`config.mk`:
```
export PLATFORM = sky130hd
export DESIGN_NAME = spc_fifo
export DESIGN_NICKNAME = d
export VERILOG_FILES = /design/src/logic/spc_checker.sv
export SDC_FILE = /design/constraint.sdc
export NUM_CORES = 1
export LEC_CHECK = 0
export BUFFER_PORTS_ARGS = -buffer_cell sky130_fd_sc_hd__buf_2
export CAP_MARGIN = 20
export CORE_MARGIN = 2
export CORE_UTILIZATION = 60
export CTS_CLUSTER_SIZE = 14
export DETAILED_ROUTE_END_ITERATION = 12
export HOLD_SLACK_MARGIN = 0.05
export PLACE_DENSITY = 0.78
export SYNTH_ARGS = -nofsm -noshare
export SYNTH_HDL_FRONTEND = slang
export SYNTH_SLANG_ARGS = --single-unit
export TNS_END_PERCENT = 30
```
`constraint.sdc`:
```
create_clock -name clk_i -period 3.33 [get_ports clk_i]
set_input_delay 0 -clock clk_i [delete_from_list [all_inputs] [get_ports clk_i]]
set_output_delay 0 -clock clk_i [all_outputs]
set_load 0.01 [all_outputs]
```
`src/logic/spc_checker.sv`:
```
// stream pattern checker with generator fault injection and input fifo
// Operation
// - generator drives injected error value
// - generator xors data with corruption mask
// - hide start flag drops startofpacket
// - hide end flag drops endofpacket
// - register map at word offsets 0,1,5,6,7
// - status low half holds identity code
// - status shows channels, symbols, framing flag
// - accept data only while enabled
// - throttle gates acceptance against pseudorandom number
// - soft reset bit holds counters cleared
// - fault word reads zero when idle
// - fault bit 0 flags payload mismatch
// - fault bits 15:8 hold error value
// - fault bits 31:24 hold channel
// - select field picks channel for counters
// - select high half shows error count
// - tally low half shows packet count
// - tally high half shows symbol count
// - generator soft reset clears pending command, output valid only
// - segment word write pushes command
// - error input width fixed build constant
`timescale 1ns/1ps
`default_nettype none

module spc_fifo #(
  parameter int W = 8,
  parameter int D = 16
) (
  input wire logic clk_i,
  input wire logic arst_n_i,
  input wire logic clr_i,
  input wire logic in_valid_i,
  output logic in_ready_o,
  input wire logic [W-1:0] in_data_i,
  output logic out_valid_o,
  input wire logic out_ready_i,
  output logic [W-1:0] out_data_o
);
  localparam int AW = $clog2(D);
  logic [W-1:0] mem [D];
  logic [AW-1:0] wr_reg;
  logic [AW-1:0] rd_reg;
  logic [AW:0] cnt_reg;
  logic push;
  logic pop;

  // depth needs the counter's extra bit; AW bits alone would wrap it to 0
  assign in_ready_o = (cnt_reg != (AW+1)'(D)) && !clr_i;
  assign out_valid_o = (cnt_reg != '0);
  assign out_data_o = mem[rd_reg];
  assign push = in_valid_i && in_ready_o;
  assign pop = out_valid_o && out_ready_i;

  always_ff @(posedge clk_i) begin
    if (push) begin
      mem[wr_reg] <= in_data_i;
    end
  end

  always_ff @(posedge clk_i or negedge arst_n_i) begin
    if (!arst_n_i) begin
      wr_reg <= '0;
      rd_reg <= '0;
      cnt_reg <= '0;
    end else if (clr_i) begin
      wr_reg <= '0;
      rd_reg <= '0;
      cnt_reg <= '0;
    end else begin
      if (push) begin
        wr_reg <= wr_reg + 1'b1;
      end
      if (pop) begin
        rd_reg <= rd_reg + 1'b1;
      end
      cnt_reg <= cnt_reg + (AW+1)'(push) - (AW+1)'(pop);
    end
  end
endmodule // spc_fifo
 // spc_checker

`default_nettype wire

```
# Word level (Yosys, flattened, before mapping)
# Memory sizes are Yosys's and may differ from the RTL's.
# Cells that the tools add are included.
[word_totals]
n_memories = 1
ramBits = 128
latchBits = 0
input_bits = 13
regBits = 13
wordCells = 23
rom_bits = 0
[mem_list]
columns = ["memory", "depth", "width", "read_ports", "rd_clocked_by_memory_dff", "write_ports", "line", "source"]
rows = [
  ["mem", 16, 8, 1, 0, 1, "42", "logic [W-1:0] mem [D];"],
]
[op_classes]
bitwise_logic = 0
reduce_logical = 7
n_div = 0
add_sub_neg = 4
n_shift = 0
n_mux = 7
order_cmp = 0
n_mul = 0
eq_ne = 1
[ops]
columns = ["cell", "count"]
rows = [
  ["4-bit 2-to-1 mux", 4],
  ["4-bit by 1-bit adder with 4-bit output (second input constant)", 2],
  ["5-bit by 1-bit adder with 5-bit output", 1],
  ["5-bit 2-to-1 mux", 1],
  ["5-bit != test (second input constant)", 1],
  ["5-bit nonzero test", 1],
  ["5-bit by 1-bit subtractor with 5-bit output", 1],
  ["2-bit nonzero test", 2],
  ["1-bit logical AND", 3],
  ["1-bit 2-to-1 mux", 2],
  ["1-bit zero test", 1],
]

# Logic depth before layout (Yosys ltp)
[logic_depth]
ltp_word = 6
depth_mapped = 15

# Worst setup path after synthesis
# OpenSTA, ideal clock, no wires.
[synth_timing]
kind = "register -> register"
from = "register cnt_reg[3]"
to = "register cnt_reg[4]"
stages_incl_launch_ff = 16
required_time_ps = 3242
arrival_time_ps = 2687
setup_ps = 88
period_less_slack_ps = 2775
slack_ps = 555
cell_sequence = "dfrtp_1 -> inv_1 -> ha_1 -> or4b_1 -> clkbuf_1 -> nand2_1 -> inv_1 -> ha_1 -> inv_1 -> ha_1 -> inv_1 -> fa_1 -> nor2b_1 -> o21bai_1 -> nand3_1 -> nor3b_1"
[synth_between]
word_cells_on_any_way = 8
cone_classes = "2 x add/sub; 1 x eq/ne; 1 x mux; 4 x reduce/logical"
[synth_lines]
columns = ["item", "line", "source"]
rows = [
  ["start, declared", "45", "logic [AW:0] cnt_reg;"],
  ["start signal, assigned", "78", "cnt_reg <= cnt_reg + (AW+1)'(push) - (AW+1)'(pop);"],
  ["5-bit nonzero test", "51", "assign out_valid_o = (cnt_reg != '0);"],
  ["net out_valid_o", "37", "output logic out_valid_o,"],
  ["1-bit logical AND", "54", "assign pop = out_valid_o && out_ready_i;"],
  ["5-bit by 1-bit subtractor with 5-bit output", "78", ""],
  ["5-bit 2-to-1 mux", "67", "end else if (clr_i) begin"],
]
# The timed path passes the listed nets, and every way through them passes these cells.
# A chain may end at the register's enable or synchronous reset.

# Worst setup path after layout
[layout_timing]
from = "register cnt_reg[2]"
to = "register cnt_reg[4]"
[layout_between]
elab_chain_cells = 6
word_cells_on_any_way = 8
cone_classes = "2 x add/sub; 1 x eq/ne; 1 x mux; 4 x reduce/logical"
[layout_lines]
columns = ["item", "line", "source"]
rows = [
  ["5-bit != test", "50", "assign in_ready_o = (cnt_reg != (AW+1)'(D)) && !clr_i;"],
  ["1-bit logical AND", "50", ""],
  ["1-bit logical AND", "53", "assign push = in_valid_i && in_ready_o;"],
  ["5-bit by 1-bit adder with 5-bit output", "78", ""],
  ["5-bit by 1-bit subtractor with 5-bit output (*)", "78", ""],
  ["5-bit 2-to-1 mux (*)", "67", ""],
]
# Every way passes the cells marked *; elsewhere a longest branch is shown, timed or not.

==> flow_metrics.tcl <==
set metrics [dict create \
    die_height_um 103 \
    met3_routed_length_um 696 \
    yosysTopAreaCell "sky130_fd_sc_hd__edfxtp_1" \
    num-nets-final 371 \
    worst_path_max_delay_cell "sky130_fd_sc_hd__or4b_1" \
    initial_utilization 0.612 \
    die_width_um 103 \
    layout.cells.most_common "sky130_fd_sc_hd__edfxtp_1" \
    gpl.final_weighted_congestion 0.822 \
    timing_worst_setup_path_type "reg -> reg" \
    wirelength_routed_um 11000 \
    clock_insertion_delay_worst_skew_ns 0.52 \
    largest_register_ff_count 128 \
    critical_path.most_common_cell "sky130_fd_sc_hd__inv_1" \
    routed-via-count 2955 \
    placement.io_buffers 22 \
    synthesis.instances 300 \
    finalCritPeriodShare 0.883 \
    clock_tree.buffer_depth 2 \
    synthesis.area_sq_um 5900 \
    drt_iter0_markers 225 \
    drc_markers 0 \
    grt_setup_unrepaired "false" \
    worst-path-buf-inv 4 \
    cp_cell_sequence "inv_1 > ha_1 > or4b_1 > nand2_1 > inv_1 > ha_1 > inv_1 > ha_1 > inv_1 > fa_1 > nor2b_1 > o21bai_1 > nand3_1 > nor3b_1" \
    pre_cts_setup_slack_ns 0.434 \
    drive_gt1_frac 0.218 \
    max_cap_violations 0 \
    core.rowCount 36 \
    dieArea_sq_um 10600 \
    clk_pin_slew_worst_paths_ns 0.06 \
    avgSynthCellArea_sq_um 19.7 \
    critical_path_required_ns 3.77 \
    end_kind "flip-flop" \
    crit_path_time_final_ns 2.94 \
    grt_pass1_vias 3005 \
    cts_setup_buffers 0 \
    m1WireLength_um 4620 \
    core_area_sq_um 9640 \
    critical_path.top_delay_family "simple AND/OR/NAND/NOR gates" \
    pwr_density_cell_nw_per_um2 718 \
    holdCritPathClass "in -> reg" \
    yosysUniqueCellTypes 36 \
    drtAntennaViolNets 0 \
    syn_to_final_growth_pct 16.2 \
    fin_worst_hold_slack_ns 0.368 \
    synth_largest_type_area_fraction 0.652 \
    antenna_violations_before_repair 1 \
    num_io_pins 23 \
    timing.critical_path.arrival_ns 3.38 \
    fillerInstances 612 \
    clock-sinks 141 \
    cts-hold-fix-buffers 14 \
    firstDrtPassIters 5 \
    largest_net_degree_at_the_start_of_global_routing 36 \
    timing.critical_path.fanout_max 5 \
    grt_pass1_wl_um 16900 \
    met2_wirelength_um 5500 \
    finalHoldViolations 0 \
    synth_seq_cells 141 \
    status "finished clean" \
    cts_root_buf "sky130_fd_sc_hd__clkbuf_8" \
    max_transition_viols_final 0 \
    max_clock_freq_mhz 340 \
    slew-limit-headroom 0.493 \
    drt-wirelength-per-cell_um 22.4 \
    synth_top_cells_by_area "sky130_fd_sc_hd__edfxtp_1 65%, sky130_fd_sc_hd__mux4_1 9.8%, sky130_fd_sc_hd__dfrtp_1 5.5%" \
    tritoncts "done" \
    vdd.ir_drop.worst_v 0.000580 \
    final.setup_skew_ns 0.00853 \
    p_leak_nw 2.40 \
    timing.final.ws_setup_ns 0.390 \
    crit_path_start_kind "flip-flop" \
    synthesis.yosys.warnings 0 \
    cts_max_level 4 \
    setup_tns_ns 0 \
    worst_pin_slew_ns 0.758 \
    mappedNetlistNets 325 \
    setup-violations-final 0 \
    groute.usage.overall 0.229 \
    topRoutingLayerUsed "met4" \
    place.detailed.hpwl_um 6650 \
    sum_of_overflow_across_all_layers_after_global_routing 0 \
    post_cts_resize_count 0 \
    most-common-layout-cells "128 x sky130_fd_sc_hd__edfxtp_1, 22 x sky130_fd_sc_hd__mux4_1, 22 x sky130_fd_sc_hd__buf_2, 16 x sky130_fd_sc_hd__a22oi_1, 16 x sky130_fd_sc_hd__clkbuf_16" \
    tritoncts.num_buffers 17 \
    synth_seq_area_share 0.707 \
    critical-path-max-stage-delay_ns 0.54 \
    detail_route.vias_per_cell 6.01 \
]
## Yosys cell counts
cell type,instances
sky130_fd_sc_hd__mux4_1,22
sky130_fd_sc_hd__or4b_1,1
sky130_fd_sc_hd__nor3_1,1
sky130_fd_sc_hd__fa_1,1
sky130_fd_sc_hd__nand3_1,6
sky130_fd_sc_hd__inv_2,1
sky130_fd_sc_hd__buf_6,2
sky130_fd_sc_hd__clkbuf_1,5
sky130_fd_sc_hd__and3_1,2
sky130_fd_sc_hd__nor3b_2,1
sky130_fd_sc_hd__a21oi_1,3
sky130_fd_sc_hd__nand2_1,11
sky130_fd_sc_hd__clkdlybuf4s25_2,3
sky130_fd_sc_hd__buf_4,1
sky130_fd_sc_hd__a22oi_1,16
sky130_fd_sc_hd__nor3b_1,2
sky130_fd_sc_hd__edfxtp_1,128
sky130_fd_sc_hd__nand4bb_2,1
sky130_fd_sc_hd__mux4_2,10
sky130_fd_sc_hd__ha_1,11
sky130_fd_sc_hd__a21o_1,1
sky130_fd_sc_hd__nor4b_1,4
sky130_fd_sc_hd__and2_4,1
sky130_fd_sc_hd__mux2_2,1
sky130_fd_sc_hd__buf_12,1
sky130_fd_sc_hd__and4_1,4
sky130_fd_sc_hd__clkbuf_8,3
sky130_fd_sc_hd__and2b_1,2
sky130_fd_sc_hd__dfrtp_1,13
sky130_fd_sc_hd__nor2b_1,4
sky130_fd_sc_hd__xnor2_1,2
sky130_fd_sc_hd__and2_1,9
sky130_fd_sc_hd__inv_1,10
sky130_fd_sc_hd__o21bai_1,1
sky130_fd_sc_hd__xor2_1,6
sky130_fd_sc_hd__nor2_1,10
## tightest hold or removal path, delay by kind of cell
family,cells,cell delay (ns)
AND/OR/NAND/NOR,1,0.08
buffers and inverters,2,0.77
## path summary, 6_finish.rpt
path	end	slack [ns]	cells after the start	start
setup / recovery	cnt_reg[4]$_DFF_PN0_	0.39	14	cnt_reg[2]$_DFF_PN0_
hold / removal	cnt_reg[3]$_DFF_PN0_	0.37	3	clr_i
setup reg to reg	cnt_reg[4]$_DFF_PN0_	0.39	14	cnt_reg[2]$_DFF_PN0_
hold reg to reg	cnt_reg[0]$_DFF_PN0_	0.65	2	cnt_reg[0]$_DFF_PN0_
max in group asynchronous	rd_reg[0]$_DFFE_PN0P_	2.37	3	arst_n_i
min in group asynchronous	wr_reg[3]$_DFFE_PN0P_	0.54	3	arst_n_i
## layer usage
metal,track usage,vias to the layer above
li1,-,1312
met2,0.369,124
met1,0.305,1503
met5,0,-
met4,0.0759,0
met3,0.0671,16
## layout make-up
type / count / area (sq um) / area share
Antenna cell: 1 / 2.50 / 0.000365
Clock buffer: 17 / 414 / 0.0604
Clock inverter: 14 / 191 / 0.0279
Inverter: 11 / 41.3 / 0.00602
Multi-Input combinational cell: 133 / 1570 / 0.229
Sequential cell: 141 / 4170 / 0.608
Tap cell: 133 / 166 / 0.0243
Timing Repair Buffer: 42 / 295 / 0.0431
## kinds of logic after synthesis
group,Yosys count,share of synthesized area
AO/OA/AOI/OAI,21,0.0255
XOR/XNOR,8,0.0119
adder cells (fa/ha/maj),12,0.0267
buffers and inverters,26,0.0308
flip-flops,141,0.707
multiplexers,33,0.138
AND/OR/NAND/NOR,59,0.0602
## per-stage QoR
step                       util  cells  area, sq um  total power, mW
after floorplan               -    300         5900             2.82
after global placement    0.633    446         6110             2.99
after detailed placement  0.633    446         6110             3.01
after CTS                 0.711    491         6850             4.95
after global routing      0.711    492         6850             5.13
final                     0.711    492         6850             4.92
## report_power, final
group | internal (mW) | total [mW] | switching (mW)
combinational | 0.468 | 0.947 | 0.479
clock | 1.21 | 1.94 | 0.720
sequential | 2.00 | 2.04 | 0.0392
total | 3.68 | 4.92 | 1.24
Power figures use the tool's default switching activity.
